`src/pgf_pkg.sv`:
```
package pgf_pkg;
  localparam int NPIN = 4;
  localparam int NREG = 11;
  localparam int NSEL = 3;
  localparam int NSINK = 3;
  localparam int NFLAG = 3;
  // ----------------------------------------
  // Pin function codes
  // ----------------------------------------
  localparam logic [3:0] FN_NORMAL = 4'h0;
  localparam logic [3:0] FN_IRQ_OUT = 4'h1;
  localparam logic [3:0] FN_SUP_LOW = 4'h2;
  localparam logic [3:0] FN_IRQ_IN = 4'h3;
  localparam logic [3:0] FN_DIM_IN = 4'h4;
  localparam logic [3:0] FN_VSEL = 4'h5;
  localparam logic [3:0] FN_STBY = 4'h6;
  localparam logic [3:0] FN_PGOOD = 4'h7;
  localparam logic [3:0] FN_SLOWCLK = 4'h8;
  localparam logic [3:0] FN_DOG_IN = 4'h9;
  localparam logic [3:0] FN_BOOST_OC = 4'ha;
  localparam logic [3:0] FN_PWM_OUT = 4'hb;
  localparam logic [1:0] MD_IN = 2'h0;
  localparam logic [1:0] MD_PP = 2'h1;
  localparam logic [1:0] MD_OD = 2'h2;
  localparam logic [1:0] MD_ANA = 2'h3;
  localparam logic [1:0] SINK_DIM = 2'h3;
  // ----------------------------------------
  // Register map
  // ----------------------------------------
  localparam logic [7:0] A_CFG = 8'h00;
  localparam logic [7:0] A_PULL = 8'h04;
  localparam logic [7:0] A_DRIVE = 8'h05;
  localparam logic [7:0] A_LEVEL = 8'h06;
  localparam logic [7:0] A_CTRL = 8'h07;
  localparam logic [7:0] A_DOGMIN = 8'h08;
  localparam logic [7:0] A_DOGMAX = 8'h09;
  localparam logic [7:0] A_PWMH = 8'h0a;
  localparam logic [7:0] A_PWML = 8'h0b;
  localparam logic [7:0] A_PWMD = 8'h0c;
  localparam logic [7:0] A_DOGTRIG = 8'h0d;
  localparam logic [7:0] A_STATUS = 8'h0e;
  localparam logic [7:0] A_ONOFF = 8'h10;
  localparam logic [7:0] A_SINKC = 8'h20;
  localparam logic [7:0] A_SINKI = 8'h24;
  localparam logic [7:0] A_ALTC = 8'h28;
  localparam logic [7:0] A_ALTV = 8'h2c;
  localparam logic [7:0] A_FLAG = 8'h30;
  localparam logic [7:0] A_MASK = 8'h34;
  localparam logic [7:0] PWMH_RST = 8'h01;
  localparam logic [7:0] PWML_RST = 8'h01;
  localparam logic [7:0] DOGMAX_RST = 8'hff;
  localparam logic [1:0] CLR_START = 2'h3;
  // ----------------------------------------
  // Timing
  // ----------------------------------------
  localparam int CLK_PERIOD_NS = 5;
  localparam int DOG_TICK_NS = 1000000;
  localparam int DOG_TICK_CYC = DOG_TICK_NS / CLK_PERIOD_NS;
  typedef struct packed {
    logic wr;
    logic rd;
    logic [7:0] addr;
    logic [7:0] wdata;
  } pgf_bus_req_t;
  typedef struct packed {
    logic pwm_src;
    logic invert;
    logic [1:0] mode;
    logic [3:0] func;
  } pgf_pin_cfg_t;
  typedef enum logic [1:0] {
    DOG_OFF = 2'b00,
    DOG_CLOSED = 2'b01,
    DOG_OPEN = 2'b10
  } pgf_dog_st_t;
endpackage : pgf_pkg

```
`src/pgf_gpio.sv`:
```
// How it works
// - Four pins: input, push-pull, open-drain, analog (pins 1-3 only)
// - Output value from register bit or PWM
// - Polarity bit inverts input and output
// - Input level readable, output bit drives pin
// - Input pins switch selected regulators on/off
// - Interrupt output high while request pending
// - Supply-low output when below threshold, enable off
// - Either pin edge sets pin-interrupt flag
// - Dimming pin gates sinks with control 11b
// - Voltage select: low pin uses alternate setting
// - Code 5 pin to select-field mapping
// - Code 6 adds stand-by on low pin
// - Power-good output after start-up completes
// - Clock output: crystal, else RC clock
// - Rising pin edge triggers the watchdog
// - Over-current output from first boost converter
// - One PWM generator routable to outputs
// - Request when any enabled flag set
// - Read captures flags, clears sent bits after
// - Clear takes 3 cycles, reads zero meanwhile
// - Request released during flag reads
// - Windowed watchdog with enable and reset enable
//
// Local design decisions: the address map and strobed register access.
`timescale 1ns/1ps
module pgf_gpio #(
  parameter int DOG_TICK = pgf_pkg::DOG_TICK_CYC
) (
  input wire logic mclk_i,
  input wire logic rst_i,
  input wire pgf_pkg::pgf_bus_req_t bus_i,
  output logic [7:0] rdata_o,
  input wire logic [pgf_pkg::NPIN-1:0] pad_i,
  output logic [pgf_pkg::NPIN-1:0] pad_o,
  output logic [pgf_pkg::NPIN-1:0] pad_oe_n_o,
  output logic [pgf_pkg::NPIN-1:0] pull_up_o,
  output logic [pgf_pkg::NPIN-1:0] pull_down_o,
  output logic [pgf_pkg::NPIN-1:0] analog_en_o,
  input wire logic [23:0] irq_event_i,
  input wire logic supply_fall_threshold_i,
  input wire logic startup_done_i,
  input wire logic xtal_clk_i,
  input wire logic xtal_ok_i,
  input wire logic rc_clk_i,
  input wire logic first_boost_converter_oc_i,
  output logic [pgf_pkg::NREG-1:0] reg_pin_ctrl_o,
  output logic [pgf_pkg::NREG-1:0] reg_pin_on_o,
  output logic [pgf_pkg::NSINK-1:0] sink_on_o,
  output logic [pgf_pkg::NSINK-1:0][7:0] sink_current_level_o,
  output logic [pgf_pkg::NSEL-1:0] alt_active_o,
  output logic [pgf_pkg::NSEL-1:0][3:0] alternate_regulator_choice_o,
  output logic [pgf_pkg::NSEL-1:0][6:0] alternate_voltage_setting_o,
  output logic standby_req_o,
  output logic dog_expired_o,
  output logic dog_reset_req_o
);
  import pgf_pkg::*;

  typedef struct packed {
    pgf_pin_cfg_t [NPIN-1:0] cfg;
    logic [NPIN-1:0] pull_up;
    logic [NPIN-1:0] pull_down;
    logic [NPIN-1:0] drive;
    logic [NREG-1:0][2:0] onoff_sel;
    logic [NSINK-1:0][1:0] sink_ctrl;
    logic [NSINK-1:0][7:0] sink_cur;
    logic [NSEL-1:0][3:0] alt_choice;
    logic [NSEL-1:0][6:0] alt_volt;
    logic supply_reset_enable;
    logic dog_en;
    logic dog_rst_en;
    logic [7:0] dog_min;
    logic [7:0] dog_max;
    logic [7:0] pwm_h;
    logic [7:0] pwm_l;
    logic [7:0] pwm_div;
    logic [NFLAG-1:0][7:0] flag;
    logic [NFLAG-1:0][7:0] mask;
    logic [NFLAG-1:0][7:0] cap;
    logic [NFLAG-1:0][1:0] clr_cnt;
    logic [NPIN-1:0] sync1;
    logic [NPIN-1:0] sync2;
    logic [NPIN-1:0] lvl_prev;
    pgf_dog_st_t dog_st;
    logic [31:0] dog_pre;
    logic [7:0] dog_cnt;
    logic dog_exp;
    logic dog_rst;
    logic [7:0] rdata;
    logic [NPIN-1:0] pad_out;
    logic [NPIN-1:0] pad_oe_n;
    logic [NPIN-1:0] ana;
    logic [NREG-1:0] reg_ctrl;
    logic [NREG-1:0] reg_on;
    logic [NSINK-1:0] sink_on;
    logic [NSEL-1:0] alt;
    logic standby;
  } pgf_gpio_st_t;

  pgf_gpio_st_t s_reg, s_next;
  logic pwm;
  logic [NPIN-1:0] lvl;
  logic [NPIN-1:0] edge_seen;
  logic [NFLAG-1:0][7:0] set_ev;
  logic flag_rd;
  logic hold;
  logic irq;
  logic dog_trig;
  logic dim;
  logic [7:0] idx;
  logic [NPIN-1:0] val;

  // ----------------------------------------
  // PWM generator
  // ----------------------------------------
  // single PWM source
  pgf_pwm #(
    .W(8)
  ) u_pwm (
    .mclk_i(mclk_i),
    .rst_i(rst_i),
    .high_i(s_reg.pwm_h),
    .low_i(s_reg.pwm_l),
    .div_i(s_reg.pwm_div),
    .pwm_o(pwm)
  );

  // Alternate-setting request for one function code
  function automatic logic [NSEL-1:0] vsel_map(
    input logic [3:0] code,
    input logic [NPIN-1:0] l,
    input pgf_pin_cfg_t [NPIN-1:0] c
  );
    logic both;
    logic [NSEL-1:0] m;
    both = (c[0].func == code) && (c[1].func == code);
    m = '0;
    for (int p = 0; p < NPIN; p++) begin
      if (c[p].func == code && !l[p]) begin
        if (p >= 2 || !both) begin
          m = '1;
        end else begin
          m[p] = 1'b1;
        end
      end
    end
    return m;
  endfunction : vsel_map

  always_comb begin
    s_next = s_reg;
    // ----------------------------------------
    // Pin sampling
    // ----------------------------------------
    // two-stage synchroniser
    s_next.sync1 = pad_i;
    s_next.sync2 = s_reg.sync1;
    for (int p = 0; p < NPIN; p++) begin
      lvl[p] = s_reg.sync2[p] ^ s_reg.cfg[p].invert;
    end
    s_next.lvl_prev = lvl;
    edge_seen = lvl ^ s_reg.lvl_prev;

    // ----------------------------------------
    // Interrupt flags
    // ----------------------------------------
    set_ev = irq_event_i;
    for (int p = 0; p < NPIN; p++) begin
      if (s_reg.cfg[p].func == FN_IRQ_IN && edge_seen[p]) begin
        set_ev[0][0] = 1'b1;
      end
    end
    set_ev[0][1] = set_ev[0][1] | s_reg.dog_exp;
    flag_rd = bus_i.rd && bus_i.addr >= A_FLAG && bus_i.addr < A_FLAG + 8'(NFLAG);
    hold = flag_rd;
    for (int k = 0; k < NFLAG; k++) begin
      if (s_reg.clr_cnt[k] != 2'h0) begin
        hold = 1'b1;
        s_next.clr_cnt[k] = s_reg.clr_cnt[k] - 2'h1;
      end
      // Set wins over clear outside the clearing step
      s_next.flag[k] = s_reg.flag[k] | set_ev[k];
      if (s_reg.clr_cnt[k] == 2'h1) begin
        s_next.flag[k] = (s_reg.flag[k] | set_ev[k]) & ~s_reg.cap[k];
      end
    end
    irq = (|(s_reg.flag & s_reg.mask)) && !hold;

    // ----------------------------------------
    // Register access
    // ----------------------------------------
    s_next.rdata = 8'h00;
    dog_trig = 1'b0;
    idx = 8'h00;
    if (bus_i.wr) begin
      if (bus_i.addr >= A_CFG && bus_i.addr < A_CFG + 8'(NPIN)) begin
        idx = bus_i.addr - A_CFG;
        s_next.cfg[idx[1:0]] = bus_i.wdata;
      end else if (bus_i.addr == A_PULL) begin
        s_next.pull_up = bus_i.wdata[3:0];
        s_next.pull_down = bus_i.wdata[7:4];
      end else if (bus_i.addr == A_DRIVE) begin
        s_next.drive = bus_i.wdata[3:0];
      end else if (bus_i.addr == A_CTRL) begin
        s_next.supply_reset_enable = bus_i.wdata[0];
        s_next.dog_en = bus_i.wdata[1];
        s_next.dog_rst_en = bus_i.wdata[2];
      end else if (bus_i.addr == A_DOGMIN) begin
        s_next.dog_min = bus_i.wdata;
      end else if (bus_i.addr == A_DOGMAX) begin
        s_next.dog_max = bus_i.wdata;
      end else if (bus_i.addr == A_PWMH) begin
        s_next.pwm_h = bus_i.wdata;
      end else if (bus_i.addr == A_PWML) begin
        s_next.pwm_l = bus_i.wdata;
      end else if (bus_i.addr == A_PWMD) begin
        s_next.pwm_div = bus_i.wdata;
      end else if (bus_i.addr == A_DOGTRIG) begin
        dog_trig = bus_i.wdata[0];
      end else if (bus_i.addr >= A_ONOFF && bus_i.addr < A_ONOFF + 8'(NREG)) begin
        idx = bus_i.addr - A_ONOFF;
        s_next.onoff_sel[idx[3:0]] = bus_i.wdata[2:0];
      end else if (bus_i.addr >= A_SINKC && bus_i.addr < A_SINKC + 8'(NSINK)) begin
        idx = bus_i.addr - A_SINKC;
        s_next.sink_ctrl[idx[1:0]] = bus_i.wdata[1:0];
      end else if (bus_i.addr >= A_SINKI && bus_i.addr < A_SINKI + 8'(NSINK)) begin
        idx = bus_i.addr - A_SINKI;
        s_next.sink_cur[idx[1:0]] = bus_i.wdata;
      end else if (bus_i.addr >= A_ALTC && bus_i.addr < A_ALTC + 8'(NSEL)) begin
        idx = bus_i.addr - A_ALTC;
        s_next.alt_choice[idx[1:0]] = bus_i.wdata[3:0];
      end else if (bus_i.addr >= A_ALTV && bus_i.addr < A_ALTV + 8'(NSEL)) begin
        idx = bus_i.addr - A_ALTV;
        s_next.alt_volt[idx[1:0]] = bus_i.wdata[6:0];
      end else if (bus_i.addr >= A_MASK && bus_i.addr < A_MASK + 8'(NFLAG)) begin
        idx = bus_i.addr - A_MASK;
        s_next.mask[idx[1:0]] = bus_i.wdata;
      end
    end else if (bus_i.rd) begin
      if (bus_i.addr >= A_CFG && bus_i.addr < A_CFG + 8'(NPIN)) begin
        idx = bus_i.addr - A_CFG;
        s_next.rdata = s_reg.cfg[idx[1:0]];
      end else if (bus_i.addr == A_PULL) begin
        s_next.rdata = {s_reg.pull_down, s_reg.pull_up};
      end else if (bus_i.addr == A_DRIVE) begin
        s_next.rdata = {4'h0, s_reg.drive};
      end else if (bus_i.addr == A_LEVEL) begin
        s_next.rdata = {4'h0, lvl};
      end else if (bus_i.addr == A_CTRL) begin
        s_next.rdata = {5'h00, s_reg.dog_rst_en, s_reg.dog_en, s_reg.supply_reset_enable};
      end else if (bus_i.addr == A_DOGMIN) begin
        s_next.rdata = s_reg.dog_min;
      end else if (bus_i.addr == A_DOGMAX) begin
        s_next.rdata = s_reg.dog_max;
      end else if (bus_i.addr == A_PWMH) begin
        s_next.rdata = s_reg.pwm_h;
      end else if (bus_i.addr == A_PWML) begin
        s_next.rdata = s_reg.pwm_l;
      end else if (bus_i.addr == A_PWMD) begin
        s_next.rdata = s_reg.pwm_div;
      end else if (bus_i.addr == A_STATUS) begin
        s_next.rdata = {5'h00, pwm, s_reg.dog_st};
      end else if (bus_i.addr >= A_ONOFF && bus_i.addr < A_ONOFF + 8'(NREG)) begin
        idx = bus_i.addr - A_ONOFF;
        s_next.rdata = {5'h00, s_reg.onoff_sel[idx[3:0]]};
      end else if (bus_i.addr >= A_SINKC && bus_i.addr < A_SINKC + 8'(NSINK)) begin
        idx = bus_i.addr - A_SINKC;
        s_next.rdata = {6'h00, s_reg.sink_ctrl[idx[1:0]]};
      end else if (bus_i.addr >= A_SINKI && bus_i.addr < A_SINKI + 8'(NSINK)) begin
        idx = bus_i.addr - A_SINKI;
        s_next.rdata = s_reg.sink_cur[idx[1:0]];
      end else if (bus_i.addr >= A_ALTC && bus_i.addr < A_ALTC + 8'(NSEL)) begin
        idx = bus_i.addr - A_ALTC;
        s_next.rdata = {4'h0, s_reg.alt_choice[idx[1:0]]};
      end else if (bus_i.addr >= A_ALTV && bus_i.addr < A_ALTV + 8'(NSEL)) begin
        idx = bus_i.addr - A_ALTV;
        s_next.rdata = {1'b0, s_reg.alt_volt[idx[1:0]]};
      end else if (flag_rd) begin
        idx = bus_i.addr - A_FLAG;
        if (s_reg.clr_cnt[idx[1:0]] == 2'h0) begin
          s_next.rdata = s_reg.flag[idx[1:0]];
          s_next.cap[idx[1:0]] = s_reg.flag[idx[1:0]];
          s_next.clr_cnt[idx[1:0]] = CLR_START;
        end
      end else if (bus_i.addr >= A_MASK && bus_i.addr < A_MASK + 8'(NFLAG)) begin
        idx = bus_i.addr - A_MASK;
        s_next.rdata = s_reg.mask[idx[1:0]];
      end
    end

    // ----------------------------------------
    // Watchdog
    // ----------------------------------------
    for (int p = 0; p < NPIN; p++) begin
      if (s_reg.cfg[p].func == FN_DOG_IN && lvl[p] && !s_reg.lvl_prev[p]) begin
        dog_trig = 1'b1;
      end
    end
    s_next.dog_exp = 1'b0;
    s_next.dog_rst = 1'b0;
    if (!s_reg.dog_en) begin
      s_next.dog_st = DOG_OFF;
      s_next.dog_pre = '0;
      s_next.dog_cnt = '0;
    end else begin
      if (s_reg.dog_pre >= 32'(DOG_TICK - 1)) begin
        s_next.dog_pre = '0;
        s_next.dog_cnt = s_reg.dog_cnt + 8'h01;
      end else begin
        s_next.dog_pre = s_reg.dog_pre + 32'h1;
      end
      // Early trigger counts as a miss, like a timeout
      if ((dog_trig && s_reg.dog_cnt < s_reg.dog_min) ||
          (!dog_trig && s_reg.dog_cnt >= s_reg.dog_max)) begin
        s_next.dog_exp = 1'b1;
        s_next.dog_rst = s_reg.dog_rst_en;
        s_next.dog_pre = '0;
        s_next.dog_cnt = '0;
      end else if (dog_trig) begin
        s_next.dog_pre = '0;
        s_next.dog_cnt = '0;
      end
      if (s_next.dog_cnt < s_reg.dog_min) begin
        s_next.dog_st = DOG_CLOSED;
      end else begin
        s_next.dog_st = DOG_OPEN;
      end
    end

    // ----------------------------------------
    // Pin drivers
    // ----------------------------------------
    for (int p = 0; p < NPIN; p++) begin
      case (s_reg.cfg[p].func)
        FN_IRQ_OUT: val[p] = irq;
        FN_SUP_LOW: val[p] = supply_fall_threshold_i && !s_reg.supply_reset_enable;
        FN_PGOOD: val[p] = startup_done_i;
        FN_SLOWCLK: val[p] = xtal_ok_i ? xtal_clk_i : rc_clk_i;
        FN_BOOST_OC: val[p] = first_boost_converter_oc_i;
        FN_PWM_OUT: val[p] = pwm;
        default: val[p] = s_reg.drive[p];
      endcase
      if (s_reg.cfg[p].pwm_src) begin
        val[p] = pwm;
      end
      val[p] = val[p] ^ s_reg.cfg[p].invert;
      s_next.pad_out[p] = val[p];
      s_next.ana[p] = 1'b0;
      case (s_reg.cfg[p].mode)
        MD_PP: s_next.pad_oe_n[p] = 1'b0;
        MD_OD: s_next.pad_oe_n[p] = val[p];
        MD_ANA: begin
          s_next.pad_oe_n[p] = 1'b1;
          // Pin zero has no analog path
          s_next.ana[p] = (p != 0);
        end
        default: s_next.pad_oe_n[p] = 1'b1;
      endcase
    end

    // ----------------------------------------
    // Regulator, sink and stand-by control
    // ----------------------------------------
    for (int r = 0; r < NREG; r++) begin
      idx = {5'h00, s_reg.onoff_sel[r]};
      s_next.reg_ctrl[r] = (idx != 8'h00) && (idx <= 8'(NPIN));
      s_next.reg_on[r] = 1'b0;
      if (s_next.reg_ctrl[r]) begin
        s_next.reg_on[r] = lvl[idx[1:0] - 2'h1];
      end
    end
    dim = 1'b0;
    for (int p = 0; p < NPIN; p++) begin
      if (s_reg.cfg[p].func == FN_DIM_IN && lvl[p]) begin
        dim = 1'b1;
      end
    end
    for (int k = 0; k < NSINK; k++) begin
      if (s_reg.sink_ctrl[k] == SINK_DIM) begin
        s_next.sink_on[k] = dim;
      end else begin
        s_next.sink_on[k] = (s_reg.sink_ctrl[k] != 2'h0);
      end
    end
    s_next.alt = vsel_map(FN_VSEL, lvl, s_reg.cfg) | vsel_map(FN_STBY, lvl, s_reg.cfg);
    s_next.standby = |vsel_map(FN_STBY, lvl, s_reg.cfg);
  end

  always_ff @(posedge mclk_i or posedge rst_i) begin
    if (rst_i) begin
      s_reg <= '0;
      s_reg.pad_oe_n <= '1;
      s_reg.pwm_h <= PWMH_RST;
      s_reg.pwm_l <= PWML_RST;
      s_reg.dog_max <= DOGMAX_RST;
    end else begin
      s_reg <= s_next;
    end
  end

  assign rdata_o = s_reg.rdata;
  assign pad_o = s_reg.pad_out;
  assign pad_oe_n_o = s_reg.pad_oe_n;
  assign pull_up_o = s_reg.pull_up;
  assign pull_down_o = s_reg.pull_down;
  assign analog_en_o = s_reg.ana;
  assign reg_pin_ctrl_o = s_reg.reg_ctrl;
  assign reg_pin_on_o = s_reg.reg_on;
  assign sink_on_o = s_reg.sink_on;
  assign sink_current_level_o = s_reg.sink_cur;
  assign alt_active_o = s_reg.alt;
  assign alternate_regulator_choice_o = s_reg.alt_choice;
  assign alternate_voltage_setting_o = s_reg.alt_volt;
  assign standby_req_o = s_reg.standby;
  assign dog_expired_o = s_reg.dog_exp;
  assign dog_reset_req_o = s_reg.dog_rst;
endmodule : pgf_gpio

```
`src/pgf_pwm.sv`:
```
`timescale 1ns/1ps
module pgf_pwm #(
  parameter int W = 8
) (
  input wire logic mclk_i,
  input wire logic rst_i,
  input wire logic [W-1:0] high_i,
  input wire logic [W-1:0] low_i,
  input wire logic [W-1:0] div_i,
  output logic pwm_o
);
  import pgf_pkg::*;
  typedef struct packed {
    logic [W-1:0] pre;
    logic [W:0] phase;
    logic level;
  } pgf_pwm_st_t;
  pgf_pwm_st_t s_reg, s_next;
  logic [W:0] period;

  always_comb begin
    period = {1'b0, high_i} + {1'b0, low_i};
    s_next = s_reg;
    if (s_reg.pre >= div_i) begin
      s_next.pre = '0;
      // One period is high time plus low time
      if (s_reg.phase + 1'b1 >= period) begin
        s_next.phase = '0;
      end else begin
        s_next.phase = s_reg.phase + 1'b1;
      end
    end else begin
      s_next.pre = s_reg.pre + 1'b1;
    end
    s_next.level = (s_next.phase < {1'b0, high_i});
  end

  always_ff @(posedge mclk_i or posedge rst_i) begin
    if (rst_i) begin
      s_reg <= '0;
    end else begin
      s_reg <= s_next;
    end
  end

  assign pwm_o = s_reg.level;
endmodule : pgf_pwm

```
`config.mk`:
```
export PLATFORM = sky130hd
export DESIGN_NAME = pgf_gpio
export DESIGN_NICKNAME = d
export VERILOG_FILES = /design/src/pgf_pkg.sv /design/src/pgf_gpio.sv /design/src/pgf_pwm.sv
export SDC_FILE = /design/constraint.sdc
export NUM_CORES = 1
export LEC_CHECK = 0
export ABC_CLOCK_PERIOD_IN_PS = 18700
export BUFFER_PORTS_ARGS = -buffer_cell sky130_fd_sc_hd__buf_2
export CELL_PAD_IN_SITES_DETAIL_PLACEMENT = 2
export CELL_PAD_IN_SITES_GLOBAL_PLACEMENT = 2
export CORE_UTILIZATION = 40
export CTS_BUF_LIST = sky130_fd_sc_hd__clkbuf_8
export DETAILED_ROUTE_END_ITERATION = 12
export PLACE_DENSITY_LB_ADDON = 0.08
export RECOVER_POWER = 50
export SYNTH_ARGS = -nofsm -noshare
export SYNTH_HDL_FRONTEND = slang
export SYNTH_HIERARCHICAL = 1
export SYNTH_SLANG_ARGS = --single-unit
```
`constraint.sdc`:
```
create_clock -name mclk_i -period 18.7 [get_ports mclk_i]
set_input_delay 1.87 -clock mclk_i [delete_from_list [all_inputs] [get_ports mclk_i]]
set_output_delay 1.87 -clock mclk_i [all_outputs]
set_load 0.005 [all_outputs]
```
=== After elaboration in Yosys (flattened, before gate mapping) ===
Cells that the tools add are included.

* Bits in registers: 383
* Bits of input ports: 54
* Output and inout bits: 116
* Word-level logic and storage cells: 582

* $add $sub $neg: 26
* Order comparisons: 61
* Equality and inequality tests: 72
* Muxes and demuxes: 195
* Bitwise gates (word level): 40
* Reductions and logical operators: 106

{| class="wikitable"
|+ Operators with widths
! kind !! number
|-
| two-way mux 8 bit || 34
|-
| two-way mux 40 bit || 3
|-
| two-way mux 6 bit || 20
|-
| bitwise mux 24 bit || 3
|-
| binary-select mux 8 bit (select 2 bit) || 4
|-
| demux 8 bit (select 2 bit) || 4
|-
| equality test 4 x 3 -> 1 bit, second input constant || 16
|-
| equality test 4 bit, second input constant || 16
|-
| two-way mux 1 bit || 63
|-
| logical AND 1 bit || 58
|-
| equality test 8 x 4 -> 1 bit, second input constant || 7
|-
| < comparator 2 x 3 -> 1 bit, second input constant || 18
|-
| greater-or-equal comparator 8 x 6 -> 1 bit, second input constant || 6
|-
| < comparator 8 x 6 -> 1 bit, second input constant || 6
|-
| two-way mux 42 bit || 1
|-
| subtractor 2 x 1 -> 2 bit, second input constant || 20
|-
| bitwise mux 33 bit || 1
|-
| less-or-equal comparator 3 bit, second input constant || 11
|-
| nonzero test 3 bit || 11
|-
| adder 32 x 1 -> 32 bit, second input constant || 1
|-
| bitwise mux 32 bit || 1
|-
| equality test 4 x 2 -> 1 bit, second input constant || 8
|-
| equality test 8 x 3 -> 1 bit, second input constant || 4
|-
| greater-or-equal comparator 32 x 18 -> 1 bit, second input constant || 1
|-
| other kinds (70) || 183
|}

=== Logic depth before layout (Yosys ltp) ===
* Depth after elaboration: 26
* Gate-level depth with buffers: 23
* Depth with buffers taken out: 23

=== By module ===
The synthesis kept the hierarchy.

{| class="wikitable"
|+ By module, submodules not included
! module !! times used !! cells an instance !! area an instance (um2) !! seq. area each (um2)
|-
| pgf_gpio || 1 || 1715 || 19202.2 || 9151.3
|-
| pgf_pwm || 1 || 187 || 1754.2 || 450.4
|}

=== Least setup slack after synthesis ===
Ideal clock, no wire load.

* Path type: input to register
* From: input port bus_i[10] in the netlist's numbering
* To: register s_reg[91] in the netlist's numbering
* Setup time: 0.067 ns
* Arrival: 4.224 ns
* Required time: 18.633 ns
* Path slack: 14.410 ns
* Stages on the path: 14
* Path buffers: 1
* Cell sequence: and2_1 clkbuf_1 nand2_1 nor2_1 nor4_2 nand2_1 nor2_1 ha_1 a21o_1 a21o_1 a21oi_1 o21ai_0 nor2_1 a41o_1

{| class="wikitable"
|+ RTL lines
! element !! RTL line !! text
|-
| from (decl) || pgf_gpio.sv:32 || <nowiki>input wire pgf_pkg::pgf_bus_req_t bus_i,</nowiki>
|-
| to (signal assigned) || pgf_gpio.sv:398 || <nowiki>s_reg <= s_next;</nowiki>
|-
| to (decl) || pgf_gpio.sv:101 || <nowiki>pgf_gpio_st_t s_reg, s_next;</nowiki>
|}

==> results.json <==
{
  "postLayoutCoreUtil": 0.4438,
  "gp_congestion": 0.9102,
  "wl_met1_um": 31400,
  "yosysUniqueCellTypes": 92,
  "worst_path_max_delay_cell": "clkinvlp_2",
  "drt-initial-drc-count": 819,
  "skew_ns": 0.02190,
  "cts_resized": 0,
  "cp.required_ns": 18.68,
  "routed.top_layer": "met4",
  "hold_violations": 0,
  "period_share": 0.4329,
  "rsz0062_at_grt": "no",
  "drtAntennaViolNets": 0,
  "io_pins": 170,
  "failed_checks": "capacitance limit, slew limit",
  "layout_common_cells": "369 x dfrtp_1, 242 x mux2_2, 144 x nor2_1",
  "routed_wl_um": 71350,
  "startpoint_type": "primary input",
  "largest_register_ffs": 243,
  "dr_total_vias": 15683,
  "ir_drop_v": 0.00005246,
  "die_area_mm2": 0.05331,
  "cts.sinks": 383,
  "crit_family": "buffers and inverters",
  "htree_levels": 3,
  "worst-path-max-fanout": 132,
  "critical_path_buf_inv_count": 3,
  "viasPerCell": 5.811,
  "hpwl_um": 50860,
  "p_leak_nw": 10.53,
  "finalSetupViolCount": 0,
  "synth_area_mm2": 0.02096,
  "cts_buffer_depth": 3,
  "grt_pass1_vias": 17398,
  "wl_met2_um": 35230,
  "cts_setup_buffers": 0,
  "antenna_found_initial": 0,
  "first_pass_iters": 5,
  "wl_per_cell_um": 26.44,
  "area_growth_pct": 9.081,
  "place_inst": 2577,
  "worstPathArrival_ns": 8.08,
  "synth_edf_count": 0,
  "rows": 83,
  "critPathKind": "in2async",
  "grt_use_total": 0.2729,
  "status": "finished with violations",
  "root_buffer": "clkbuf_8",
  "grt_pass1_wl_um": 109700,
  "syn_inst": 1902,
  "met3_length_um": 2744,
  "synth_warnings": 6,
  "numCtsBuffers": 71,
  "hold_buffers": 0,
  "start_util": 0.4068,
  "core_area_mm2": 0.05151,
  "drc_errors": 0,
  "drive_above_1_share": 0.2661,
  "nNetsFinal": 2094,
  "period_needed_ns": 8.095,
  "relSlewSlack": -3.065,
  "async_flop_share": 1.000,
  "ys.flop_type": "dfrtp_1",
  "overflow": 0,
  "clk_latency_ns": 0.65,
  "cap_violations": 4,
  "cts.clk_slew.worst_paths_ns": 0.06,
  "finalPower_mw": 2.141,
  "cts_tree": "done",
  "synth_seq_cells": 383,
  "die_h_um": 230.9,
  "stdcell_count": 2699,
  "post-place-ws_ns": 13.34,
  "min_path_type": "reg2reg",
  "io_buffers": 168,
  "end_kind": "asynchronous set/reset pin",
  "syn_avg_cell_area_um2": 11.02,
  "final.setup.tns_ns": 0,
  "ys_seq_area_frac": 0.4582,
  "final_common_cell": "dfrtp_1",
  "cp_slowest_stage_delay_ns": 3.32,
  "worstMarginPinSlew_ns": 6.063,
  "cp_common_cell": "clkbuf_1",
  "grt_max_degree": 174,
  "fp.dieW_um": 230.9,
  "drv_slew": 247,
  "p_per_area_mw_per_mm2": 93.64,
  "crit_chain": "clkbuf_1 -> clkinvlp_2 -> clkbuf_1",
  "max_freq_ghz": 0.1235,
  "postLayoutSetupSlackWorst_ns": 10.61
}
synthesized netlist by cell type, types with 14 or more instances:
library cell  instances  share of area
dfrtp_1             369           0.44
mux2_2              242           0.13
nor2_1              144          0.026
buf_4               113          0.040
nand2_1              88          0.016
inv_1                84          0.015
o21ai_0              76          0.018
ha_1                 69          0.041
a21oi_1              66          0.016
clkbuf_1             56          0.010
nand3_1              51          0.012
xnor2_1              46          0.019
nor2b_1              37          0.011
a22oi_1              30          0.011
mux2i_1              30          0.014
mux4_2               28          0.030
nand2b_1             24         0.0072
xor2_1               22         0.0092
nor3_1               21         0.0050
a21o_1               19         0.0068
nor4_1               17         0.0051
nand4_1              16         0.0048
a31oi_1              14         0.0042
buf_2                14         0.0033
dfstp_2              14          0.018
where the power goes:
group | internal (mW) | switching, mW
sequential | 0.882 | 0.0611
combinational | 0.154 | 0.223
clock | 0.457 | 0.363
stage by stage:
step | area, um^2 | hold slack (ns)
floorplan | 21010 | 0.3312
global placement | 21560 | 0.3420
detailed placement | 21560 | 0.3457
CTS | 22990 | 0.3593
global route | 22860 | 0.3731
finish | 22860 | 0.3527
final timing paths:
check                      cells past startpoint              startpoint  slack [ns]                         to
max                                            3                   rst_i       10.61       s_reg[175]$_DFF_PP0_
min                                            0    s_next[98]$_DFF_PP0_        0.35        s_reg[98]$_DFF_PP0_
max reg2reg                                   13  s_reg[364]$_DFFE_PP0P_       13.92        s_reg[91]$_DFF_PP0_
min reg2reg                                    0    s_next[98]$_DFF_PP0_        0.35        s_reg[98]$_DFF_PP0_
max in group mclk_i                            7                bus_i[9]       12.68       rdata_o[1]$_DFF_PP0_
min in group asynchronous                      2                   rst_i        1.37  u_pwm/s_reg[13]$_DFF_PP0_
layer usage:
| layer | GRT usage | vias to the layer above |
|---|---|---|
| li1 | - | 6827 |
| met2 | 0.4648 | 390 |
| met5 | 0 | - |
| met1 | 0.3547 | 8342 |
| met4 | 0.08547 | 0 |
| met3 | 0.04212 | 124 |
worst register-to-register path: cells and delay by family, from the launching register on:
kind                       cells  cell delay [ns]
and+or+nand+nor                5             1.55
xor gates and xnor gates       1             1.42
AOI/OAI and AO/OA              6             1.01
DFF                            1             0.45
adders and majority gates      1             0.27
cells by family after synthesis:
family,share of synthesized area
simple gates,0.1117
flops,0.4582
compound gates,0.1080
mux,0.1745
buf+inv,0.07690
fa+ha+maj,0.04215
xor+xnor,0.02842
other cells,0.0001789
layout make-up:
class                      count  area [um^2]
sequential                   383         9602
tap                          680        850.8
timing repair buffer         183        873.3
fill                        5375        28650
clock inverter                31        188.9
multi-input combinational   1246         9783
clock buffer                  90         1239
antenna                        1        2.502
inverter                      85        320.3
Power figures use the tool's default switching activity.
